[config.mk]
export PLATFORM = sky130hd
export DESIGN_NAME = calu_core
export DESIGN_NICKNAME = d
export VERILOG_FILES = /design/src/calu_pkg.sv /design/src/calu_core.sv
export SDC_FILE = /design/constraint.sdc
export NUM_CORES = 2
export LEC_CHECK = 0
export ABC_CLOCK_PERIOD_IN_PS = 10860
export BUFFER_PORTS_ARGS = -buffer_cell sky130_fd_sc_hd__clkbuf_2
export CAP_MARGIN = 10
export CORE_ASPECT_RATIO = 1.25
export CORE_MARGIN = 5
export CORE_UTILIZATION = 55
export CTS_CLUSTER_DIAMETER = 60
export DETAILED_ROUTE_END_ITERATION = 12
export PLACE_DENSITY_LB_ADDON = 0.15
export SYNTH_ARGS = -nofsm -noshare
export SYNTH_HDL_FRONTEND = slang
export SYNTH_SLANG_ARGS = --single-unit
[constraint.sdc]
create_clock -name clock -period 10.86 [get_ports clock]
set_clock_uncertainty 0.1 [all_clocks]
set_input_delay 2.172 -clock clock [delete_from_list [all_inputs] [get_ports clock]]
set_output_delay 2.172 -clock clock [all_outputs]
set_load 0.05 [all_outputs]
[src/calu_pkg.sv]
// Function
// - pointer add: signed 6-bit literal, flags untouched
// - pointer sum wraps modulo 65536
// - AND immediate into accumulator, zero flag only
// - add immediate into accumulator, carry nibble zero
// - AND file with accumulator, zero flag only
// - destination bit 0 accumulator, 1 file
// - add file and accumulator, carry nibble zero
// - arithmetic shift right, old bit0 to carry
// - add file, accumulator and carry, all flags
// - clear bit b of file, no flags
// - indirect port, pointer MSb set: extra cycle
`default_nettype none
package calu_pkg;

	// register byte offsets on the bus
	localparam logic [7:0] CALU_OFS_CMD    = 8'h00;
	localparam logic [7:0] CALU_OFS_ACCUM  = 8'h04;
	localparam logic [7:0] CALU_OFS_STATUS = 8'h08;
	localparam logic [7:0] CALU_OFS_PTR0   = 8'h0C;
	localparam logic [7:0] CALU_OFS_PTR1   = 8'h10;
	localparam logic [7:0] CALU_OFS_FADDR  = 8'h14;
	localparam logic [7:0] CALU_OFS_FDATA  = 8'h18;
	localparam logic [7:0] CALU_OFS_STATE  = 8'h1C;

	// command word fields
	localparam int CALU_CMD_OP_LSB   = 0;
	localparam int CALU_CMD_DEST_BIT = 3;
	localparam int CALU_CMD_BIT_LSB  = 4;
	localparam int CALU_CMD_PTR_BIT  = 7;
	localparam int CALU_CMD_FILE_LSB = 8;
	localparam int CALU_CMD_LIT_LSB  = 16;

	// status register bit positions
	localparam int CALU_ST_CARRY  = 0;
	localparam int CALU_ST_NIBBLE = 1;
	localparam int CALU_ST_ZERO   = 2;

	// file addresses that act as indirect access ports
	localparam logic [6:0] CALU_IND_PORT0 = 7'h00;
	localparam logic [6:0] CALU_IND_PORT1 = 7'h01;

	// reset values
	localparam logic [7:0]  CALU_RST_ACCUM = 8'h00;
	localparam logic [2:0]  CALU_RST_FLAGS = 3'h0;
	localparam logic [15:0] CALU_RST_PTR   = 16'h0000;

	// one instruction cycle and its length in clocks
	localparam int CALU_CLOCK_MHZ     = 40;
	localparam int CALU_INSTR_CYC_NS  = 100;
	localparam int CALU_INSTR_CLKS    = (CALU_INSTR_CYC_NS * CALU_CLOCK_MHZ + 999) / 1000;

	typedef enum logic [2:0] {
		CALU_OP_PTR_ADD   = 3'h0,
		CALU_OP_AND_IMM   = 3'h1,
		CALU_OP_SUM_IMM   = 3'h2,
		CALU_OP_AND_FILE  = 3'h3,
		CALU_OP_SUM_FILE  = 3'h4,
		CALU_OP_ASR       = 3'h5,
		CALU_OP_SUM_FILEC = 3'h6,
		CALU_OP_BIT_CLR   = 3'h7
	} calu_op_e;

	typedef enum logic [1:0] {
		CALU_ST_IDLE = 2'b01,
		CALU_ST_RUN  = 2'b10
	} calu_state_e;

endpackage
`default_nettype wire

[src/calu_core.sv]
`timescale 1ns/1ps
`default_nettype none
module calu_core (
	input  wire logic        clock,
	input  wire logic        reset,
	input  wire logic        psel,
	input  wire logic        penable,
	input  wire logic        pwrite,
	input  wire logic [7:0]  paddr,
	input  wire logic [31:0] pwdata,
	input  wire logic [3:0]  pstrb,
	output logic             pready,
	output logic [31:0]      prdata,
	output logic             pslverr,
	output logic             busy
);

	////////////////////////////////////////////////////////////////////////
	// state

	calu_pkg::calu_state_e state_q;
	logic [23:0]  cmd_q;
	logic [7:0]   accum_q;
	logic [2:0]   flags_q;
	logic [15:0]  ptr_q [2];
	logic [6:0]   faddr_q;
	logic [7:0]   file_q [128];
	logic [3:0]   cnt_q;
	logic         ack_q;
	logic [31:0]  prdata_q;

	////////////////////////////////////////////////////////////////////////
	// bus decode

	logic         wr_take;
	logic         rd_take;
	logic         mapped;
	logic [31:0]  rd_mux;
	logic [31:0]  bmask;
	logic         commit;

	// byte enables widen to a bit mask
	assign bmask = {{8{pstrb[3]}}, {8{pstrb[2]}}, {8{pstrb[1]}}, {8{pstrb[0]}}};

	// read mux; an unmapped address reads zero and flags an error
	always_comb begin
		mapped = 1'b1;
		case (paddr)
			calu_pkg::CALU_OFS_CMD:    rd_mux = {8'h00, cmd_q};
			calu_pkg::CALU_OFS_ACCUM:  rd_mux = {24'h000000, accum_q};
			calu_pkg::CALU_OFS_STATUS: rd_mux = {29'h00000000, flags_q};
			calu_pkg::CALU_OFS_PTR0:   rd_mux = {16'h0000, ptr_q[0]};
			calu_pkg::CALU_OFS_PTR1:   rd_mux = {16'h0000, ptr_q[1]};
			calu_pkg::CALU_OFS_FADDR:  rd_mux = {25'h0000000, faddr_q};
			calu_pkg::CALU_OFS_FDATA:  rd_mux = {24'h000000, file_q[faddr_q]};
			calu_pkg::CALU_OFS_STATE:  rd_mux = {31'h00000000, busy};
			default: begin
				rd_mux = 32'h00000000;
				mapped = 1'b0;
			end
		endcase
	end

	// one wait state, and none accepted while an instruction runs
	always_ff @(posedge clock) begin
		if (reset) begin
			ack_q <= 1'b0;
		end else begin
			ack_q <= psel & penable & ~ack_q & ~busy;
		end
	end

	// read data captured during the wait state so it stands at the completing edge
	always_ff @(posedge clock) begin
		if (reset) begin
			prdata_q <= 32'h00000000;
		end else if (psel & penable & ~ack_q & ~busy) begin
			prdata_q <= pwrite ? 32'h00000000 : rd_mux;
		end
	end

	// handshake straight from the ack flop; a refused address still completes
	assign pready  = ack_q;
	assign prdata  = prdata_q;
	assign pslverr = ack_q & ~mapped;
	assign wr_take = psel & penable & ack_q & pwrite & mapped;
	assign rd_take = psel & penable & ack_q & ~pwrite;

	// byte-lane merge, so a partial write keeps the lanes it does not enable
	function automatic logic [31:0] merge(input logic [31:0] old, input logic [31:0] nw, input logic [31:0] m);
		merge = (old & ~m) | (nw & m);
	endfunction

	////////////////////////////////////////////////////////////////////////
	// operand fetch

	calu_pkg::calu_op_e op;
	logic         dest;
	logic [2:0]   bsel;
	logic         psel_idx;
	logic [6:0]   fsel;
	logic [7:0]   lit;
	logic [6:0]   eaddr;
	logic         ind_slow;
	logic [7:0]   fval;

	// command word fields; every op code is defined, so the cast is always legal
	assign op       = calu_pkg::calu_op_e'(cmd_q[calu_pkg::CALU_CMD_OP_LSB +: 3]);
	assign dest     = cmd_q[calu_pkg::CALU_CMD_DEST_BIT];
	assign bsel     = cmd_q[calu_pkg::CALU_CMD_BIT_LSB +: 3];
	assign psel_idx = cmd_q[calu_pkg::CALU_CMD_PTR_BIT];
	assign fsel     = cmd_q[calu_pkg::CALU_CMD_FILE_LSB +: 7];
	assign lit      = cmd_q[calu_pkg::CALU_CMD_LIT_LSB +: 8];

	// an indirect port reaches the file through the low bits of its pointer
	always_comb begin
		ind_slow = 1'b0;
		eaddr    = fsel;
		if (op != calu_pkg::CALU_OP_PTR_ADD && op != calu_pkg::CALU_OP_AND_IMM &&
		    op != calu_pkg::CALU_OP_SUM_IMM) begin
			if (fsel == calu_pkg::CALU_IND_PORT0) begin
				eaddr    = ptr_q[0][6:0];
				ind_slow = ptr_q[0][15];
			end else if (fsel == calu_pkg::CALU_IND_PORT1) begin
				eaddr    = ptr_q[1][6:0];
				ind_slow = ptr_q[1][15];
			end
		end
	end

	// one read port of the file serves every file operand
	assign fval = file_q[eaddr];

	////////////////////////////////////////////////////////////////////////
	// arithmetic

	logic [7:0]   addend;
	logic         cin;
	logic [8:0]   sum9;
	logic [4:0]   nib5;
	logic [7:0]   res;
	logic [2:0]   flags_d;
	logic         to_accum;
	logic         to_file;
	logic [15:0]  ptr_sum;

	// literal operations add the immediate, the rest add the file byte
	assign addend = (op == calu_pkg::CALU_OP_SUM_IMM) ? lit : fval;
	assign cin    = (op == calu_pkg::CALU_OP_SUM_FILEC) ? flags_q[calu_pkg::CALU_ST_CARRY] : 1'b0;
	assign sum9   = {1'b0, accum_q} + {1'b0, addend} + {8'h00, cin};
	assign nib5   = {1'b0, accum_q[3:0]} + {1'b0, addend[3:0]} + {4'h0, cin};

	// sign-extended literal added with natural 16-bit wrap
	assign ptr_sum = ptr_q[psel_idx] + {{10{lit[5]}}, lit[5:0]};

	always_comb begin
		flags_d  = flags_q;
		res      = 8'h00;
		to_accum = 1'b0;
		to_file  = 1'b0;
		case (op)
			calu_pkg::CALU_OP_PTR_ADD: begin
				res = 8'h00;
			end
			calu_pkg::CALU_OP_AND_IMM: begin
				res      = accum_q & lit;
				to_accum = 1'b1;
				flags_d[calu_pkg::CALU_ST_ZERO] = (res == 8'h00);
			end
			calu_pkg::CALU_OP_AND_FILE: begin
				res      = accum_q & fval;
				to_accum = ~dest;
				to_file  = dest;
				flags_d[calu_pkg::CALU_ST_ZERO] = (res == 8'h00);
			end
			calu_pkg::CALU_OP_SUM_IMM, calu_pkg::CALU_OP_SUM_FILE, calu_pkg::CALU_OP_SUM_FILEC: begin
				res      = sum9[7:0];
				to_accum = (op == calu_pkg::CALU_OP_SUM_IMM) | ~dest;
				to_file  = (op != calu_pkg::CALU_OP_SUM_IMM) & dest;
				flags_d[calu_pkg::CALU_ST_CARRY]  = sum9[8];
				flags_d[calu_pkg::CALU_ST_NIBBLE] = nib5[4];
				flags_d[calu_pkg::CALU_ST_ZERO]   = (res == 8'h00);
			end
			calu_pkg::CALU_OP_ASR: begin
				res      = {fval[7], fval[7:1]};
				to_accum = ~dest;
				to_file  = dest;
				flags_d[calu_pkg::CALU_ST_CARRY] = fval[0];
				flags_d[calu_pkg::CALU_ST_ZERO]  = (res == 8'h00);
			end
			calu_pkg::CALU_OP_BIT_CLR: begin
				res     = fval & ~(8'h01 << bsel);
				to_file = 1'b1;
			end
			default: begin
				res = 8'h00;
			end
		endcase
	end

	////////////////////////////////////////////////////////////////////////
	// sequencing: one instruction cycle, two through a slow indirect port

	logic [3:0]   cnt_last;

	assign cnt_last = ind_slow ? 4'(2 * calu_pkg::CALU_INSTR_CLKS - 1)
	                           : 4'(calu_pkg::CALU_INSTR_CLKS - 1);
	assign commit   = (state_q == calu_pkg::CALU_ST_RUN) && (cnt_q == cnt_last);
	assign busy     = (state_q == calu_pkg::CALU_ST_RUN);

	// idle waits for a command write; run counts clocks up to the commit edge
	always_ff @(posedge clock) begin
		if (reset) begin
			state_q <= calu_pkg::CALU_ST_IDLE;
			cnt_q   <= 4'h0;
		end else begin
			case (state_q)
				calu_pkg::CALU_ST_IDLE: begin
					cnt_q <= 4'h0;
					if (wr_take && paddr == calu_pkg::CALU_OFS_CMD && pstrb[0]) begin
						state_q <= calu_pkg::CALU_ST_RUN;
					end
				end
				calu_pkg::CALU_ST_RUN: begin
					cnt_q <= cnt_q + 4'h1;
					if (commit) begin
						state_q <= calu_pkg::CALU_ST_IDLE;
					end
				end
				default: begin
					state_q <= calu_pkg::CALU_ST_IDLE;
				end
			endcase
		end
	end

	////////////////////////////////////////////////////////////////////////
	// architectural registers; bus writes cannot meet a commit since the bus stalls while busy

	// command word keeps its value, so software can read back what ran
	always_ff @(posedge clock) begin
		if (reset) begin
			cmd_q <= 24'h000000;
		end else if (wr_take && paddr == calu_pkg::CALU_OFS_CMD) begin
			cmd_q <= 24'(merge({8'h00, cmd_q}, pwdata, bmask));
		end
	end

	// a commit wins over a bus write, though the stall keeps them apart
	always_ff @(posedge clock) begin
		if (reset) begin
			accum_q <= calu_pkg::CALU_RST_ACCUM;
		end else if (commit && to_accum) begin
			accum_q <= res;
		end else if (wr_take && paddr == calu_pkg::CALU_OFS_ACCUM && pstrb[0]) begin
			accum_q <= pwdata[7:0];
		end
	end

	// flags follow the executed op; software may preload them for add with carry
	always_ff @(posedge clock) begin
		if (reset) begin
			flags_q <= calu_pkg::CALU_RST_FLAGS;
		end else if (commit) begin
			flags_q <= flags_d;
		end else if (wr_take && paddr == calu_pkg::CALU_OFS_STATUS && pstrb[0]) begin
			flags_q <= pwdata[2:0];
		end
	end

	// one pointer register per index; pointer add and bus writes both reach it
	for (genvar i = 0; i < 2; i++) begin : g_ptr
		always_ff @(posedge clock) begin
			if (reset) begin
				ptr_q[i] <= calu_pkg::CALU_RST_PTR;
			end else if (commit && op == calu_pkg::CALU_OP_PTR_ADD && psel_idx == 1'(i)) begin
				ptr_q[i] <= ptr_sum;
			end else if (wr_take && paddr == (i == 0 ? calu_pkg::CALU_OFS_PTR0 : calu_pkg::CALU_OFS_PTR1)) begin
				ptr_q[i] <= 16'(merge({16'h0000, ptr_q[i]}, pwdata, bmask));
			end
		end
	end

	// file address for the data window; only seven bits exist
	always_ff @(posedge clock) begin
		if (reset) begin
			faddr_q <= 7'h00;
		end else if (wr_take && paddr == calu_pkg::CALU_OFS_FADDR && pstrb[0]) begin
			faddr_q <= pwdata[6:0];
		end
	end

	// data file has no reset; software loads it before use
	always_ff @(posedge clock) begin
		if (commit && to_file) begin
			file_q[eaddr] <= res;
		end else if (wr_take && paddr == calu_pkg::CALU_OFS_FDATA && pstrb[0]) begin
			file_q[faddr_q] <= pwdata[7:0];
		end
	end

endmodule // calu_core
`default_nettype wire

### Word level (Yosys, flattened, before mapping)

Memory sizes are Yosys's and may differ from the RTL's. A register that Yosys moved wholly into a read port is not among the register bits.
Cells that the tools add are included.

| word-level totals | value |
|---|---|
| bits in writable memories | 1056 |
| input port bits | 49 |
| output and inout bits | 35 |
| bits in read-only memories | 0 |
| word-level logic and storage cells | 171 |
| memories kept | 2 |
| bits in latches | 0 |
| bits in registers | 81 |

Memory list:

| name | words | width | rd ports | clocked after memory_dff | write ports | RTL line | RTL |
|---|---|---|---|---|---|---|---|
| file_q | 128 | 8 | 2 | 1 | 1 | calu_core.sv:27 | `logic [7:0] file_q [128];` |
| ptr_q | 2 | 16 | 3 | 1 | 2 | calu_core.sv:25 | `logic [15:0] ptr_q [2];` |

| operators by class | value |
|---|---|
| divide/modulo/power cells | 0 |
| $mul | 0 |
| reductions and logical operators | 39 |
| $lt $le $gt $ge | 0 |
| bitwise operators | 30 |
| shift-type cells | 1 |
| multiplexer cells | 58 |
| equality and inequality tests | 25 |
| $add $sub $neg | 6 |

Operators by type and width:

| cell | count |
|---|---|
| $pmux 24 s8 | 1 |
| $mux 16 | 4 |
| $and 24x24->24 | 2 |
| $pmux 8 s6 | 1 |
| $mux 7 | 6 |
| $logic_not 8->1 | 5 |
| $and 16x16->16 | 2 |
| $eq 8x5->1 const B | 4 |
| $mux 32 | 1 |
| $mux 8 | 4 |
| $or 16x16->16 | 2 |
| $mux 1 | 30 |
| $and 8x8->8 | 3 |
| $not 24->24 | 1 |
| $or 24x24->24 | 1 |
| $logic_and 1x1->1 | 20 |
| $add 16x16->16 | 1 |
| $eq 8x4->1 const B | 2 |
| $reduce_or 8->1 | 2 |
| $eq 3x3->1 const B | 4 |
| $add 8x8->9 | 1 |
| $add 9x1->9 | 1 |
| $mux 3 | 3 |
| $and 1x1->1 | 8 |
| 32 further kinds | 50 |

### Depth between registers and ports, before layout

| depth | value |
|---|---|
| depth in word-level cells | 14 |
| gate-level depth with buffers | 27 |
| mapped depth without buffers | 21 |

### Least setup slack after synthesis

Ideal clock, no wire load.

| path | value |
|---|---|
| path type | register to register |
| start point | register (tool-made name) |
| end point | memory file_q[0][7] (data pin) |
| buffers on the path | 4 |
| period minus slack after synthesis | 9.330 ns |
| arrival | 8.338 ns |
| setup slack | 1.530 ns |
| data required time | 9.868 ns |
| setup time | 0.892 ns |
| stages on the path, launching flop included | 25 |
| cells stage by stage | dfxtp_1 > or4_1 > buf_2 > o41ai_4 > buf_6 > buf_4 > buf_4 > mux2i_1 > mux2i_1 > a22oi_1 > a31oi_1 > a211oi_1 > nand4_1 > mux2_2 > ha_1 > nor2b_1 > o21ai_0 > nand2b_1 > a21o_1 > a21o_1 > a21o_1 > a21oi_1 > xnor2_1 > a21oi_1 > a21oi_1 |

RTL lines:

| item | RTL line |
|---|---|
| to (decl) | calu_core.sv:27 |

==> impl_results.md <==
* Status: complete, no violations
* Hold crit path type: register to register
* CP Class: register to register
* Count of final setup violators at 0
* Total overflow reported by the global router at 0
* Number of clock sinks at 1137
* Unrepaired setup endpoints after global routing: no
* Multi-input logic area at 21880 µm²
* Peak supply drop at 0.1441 mV
* H-tree levels at 3
* CORE AREA at 102100 µm²
* Mean instance size in the synthesized netlist at 14.54 µm²
* Placement Rows at 131
* Highest clock frequency the design can meet at 102.5 MHz
* Root Buffer: clkbuf_16
* Storage cell area at 33350 µm²
* Largest area contributor in the netlist: edfxtp_1
* Number of gates resized after cts at 0
* Fraction of synthesis flops using an asynchronous set or reset pin at 0%
* Chip Height at 368.5 µm
* Via count of the first global-routing pass at 36970
* Total number of nets in the final design at 3969
* Leakage power at 18.57 nW
* Largest fanout on the critical path at 88
* Period utilization at 89.81%
* TritonCTS clock tree: yes
* Fill count at 7693
* Critical Path RT at 11.15 ns
* Data arrival time of the critical path at 10.05 ns
* Post-route total power at 8.917 mW
* Routed length per placed instance at 33.94 µm
* Number of storage elements in the synthesis netlist at 1137
* Clock Tree Buf Depth at 3
* Hold Vio Cnt, Final at 0
* Combined buffer and inverter count along the critical path at 2
* Synth unique cells at 86
* Relative slew margins at 4.621%
* Critical Path, Cell by Cell: or4_1, or4_2, nand2_8, buf_4, mux2i_1, o211ai_1, o211a_1, a2111oi_0, nand4b_1, mux2i_1, fa_1, fa_1, nor2b_1, o21ai_0, nand2b_1, a21o_1, a21o_1, xnor2_1, o22ai_1, a221oi_1, a21oi_4, buf_4
* Total via count after detailed routing at 37790
* Setup TNS at 0 ns
* Fraction of synthesized cell area taken by the top area cell type at 56.09%
* Critical path capture point type: register
* Sequential share of the synthesized area at 58.95%
* Slowest library cell on the worst path: or4_1
* Number of placed cells counting well taps at 5104
* Top cell family by delay on the critical path: simple AND/OR/NAND/NOR gates
* Proportion of layout cells with a drive suffix above 1 at 20.92%
* Flip-flop cell with the highest count after synthesis: edfxtp_1
* Largest net degree at the start of global routing at 129
* Worst setup SP type: register
* Period minus WS final at 9.754 ns
* Count of synthesis-stage warnings from yosys at 0
* Number of placed I/O pins at 84
* Synthesis-to-layout area growth at 10.03%
* Synth cell count leaders: edfxtp_1, mux4_2, nand2_1
* Most numerous cell in the Yosys netlist: edfxtp_1
* Drt first pass iters at 7
* Number of buffers inserted to repair setup after CTS at 0
* Antenna cells at 0
* Post-placement cell area at 58300 µm²
* Detailed-route DRC error count at 0
* Total half-perimeter wirelength after legalization and detailed placement at 118700 µm
* Routed wire length at 180600 µm
* Via density per instance at 7.101
* Die X at 296.8 µm
* All-Layer GR Usage at 32.36%
* Pin slew with the least headroom to its limit at 1.421 ns
* Post-synth design cell area at 56540 µm²
* Number of instances in the synthesized netlist at 3888
* Non-filler instance count after layout at 5322
* PwrDens at 143.3 nW/µm²
* Final-report max-slew violation count at 0
* Number of synthesized flops with an enable pin at 1056
* Clock latency at the later pin of the worst-skew pair at 0.75 ns
* Quantity of hold-fixing buffers added after cts at 0
* Final weighted congestion of routability-driven global placement at 0.9559
* Cell types with the largest area share after synthesis: edfxtp_1, mux4_2, mux2i_1
* First DRT Iteration DRCs at 4599
* Post-Layout Inst Area at 62210 µm²
* Port buffer count at 66
* Effective utilization at floorplan at 55.37%
* Global-route wire length before repair at 258800 µm
* Area of the die at 109400 µm²
* Clock slew at reported path FFs at 0.06 ns
* Largest stage delay on the critical path at 0.95 ns
* Max-cap viol count at 0
* Number of buffers added by the clock tree synthesis step at 115
* Antenna violations before repair at 4
* Count of antenna-violating nets left after detailed routing at 0
==> flip-flops by register name, indices dropped and copies added (netlist names), named ones only <==
register  flops
file_q     1024
prdata       24
ptr_q        16
accum_q       8
faddr_q       7
cnt_q         4
flags_q       3
state_q       2
cmd_q         1
pready        1
==> metal layers <==
layer | global-route usage (%) | vias to the layer above | wire length (µm) | part of all wire (%)
met3 | 6.777 | 560 | 17960 | 9.9
met4 | 19.15 | 6 | 13160 | 7.3
met5 | 0 | - | 41 | 0.023
met2 | 53.50 | 2322 | 86980 | 48
li1 | - | 15640 | - | -
met1 | 39.73 | 19260 | 62480 | 35
==> path summary, 6_finish.rpt <==
kind               from            end  slack [ns]  depth (start not counted)
max            register  file_q[90][6]        1.11                         22
max reg2reg    register  file_q[90][6]        1.11                         22
min          prdata[23]     prdata[23]        0.35                          2
min reg2reg  prdata[23]     prdata[23]        0.35                          2
==> metrics by stage <==
stage / hold slack [ns] / setup WS (ns) / util, %
after detailed placement: 0.3445 / 1.558 / 57.09
final: 0.3491 / 1.106 / 60.92
after CTS: 0.3529 / 1.482 / 60.92
after global routing: 0.3785 / 0.9445 / 60.92
after floorplan: 0.3500 / 1.530 / -
after global placement: 0.3399 / 1.356 / 57.07
==> power breakdown <==
group          total (mW)  switching (mW)  internal, mW
Sequential           4.72         0.00460          4.72
Combinational      0.0578          0.0418        0.0159
Clock                4.14            1.76          2.38
Total                8.92            1.80          7.12
==> worst reg2reg max path, stage by stage, from the launching register on <==
cell and delay, ns:
dfxtp_1 0.43, or4_1 0.96, or4_2 0.88, nand2_8 0.55
buf_4 0.62, mux2i_1 0.27, o211ai_1 0.11, o211a_1 0.30
a2111oi_0 0.66, nand4b_1 0.58, mux2i_1 0.36, fa_1 0.28
fa_1 0.23, nor2b_1 0.05, o21ai_0 0.15, nand2b_1 0.15
a21o_1 0.21, a21o_1 0.20, xnor2_1 0.15, o22ai_1 0.14
a221oi_1 0.14, a21oi_4 0.95, buf_4 0.87
==> cell type report <==
class,instances,share of cell area [%]
Sequential cell,1137,53.60
Multi-Input combinational cell,2434,35.17
Clock buffer,148,5.131
Tap cell,1330,2.675
Timing Repair Buffer,179,2.120
Clock inverter,69,1.148
Inverter,25,0.1508
==> cell families after synthesis <==
logic type               count (synthesis)  synth area share (%)
other                                    1              0.006633
flip-flops                            1137                 58.95
buffers and inverters                  324                 2.698
multiplexers                           712                 21.43
AO/OA/AOI/OAI                          610                 7.418
XOR/XNOR                                20                0.3098
AND/OR/NAND/NOR                       1056                 8.529
adder cells (fa/ha/maj)                 28                0.6595
==> placed cells by master, fill, tap and decap left out, types with 39 or more instances in the layout <==
cell / instances
dfxtp_1: 77
mux2i_1: 278
nand2_1: 376
buf_4: 99
a21oi_1: 127
mux4_2: 392
clkbuf_16: 122
o21ai_0: 54
and3_1: 58
nand3_1: 148
o211ai_1: 68
nor2_1: 279
clkbuf_2: 67
nor3_1: 39
mux2_2: 40
o22ai_1: 66
edfxtp_1: 1056
a211oi_1: 74
Power figures use the tool's default switching activity.
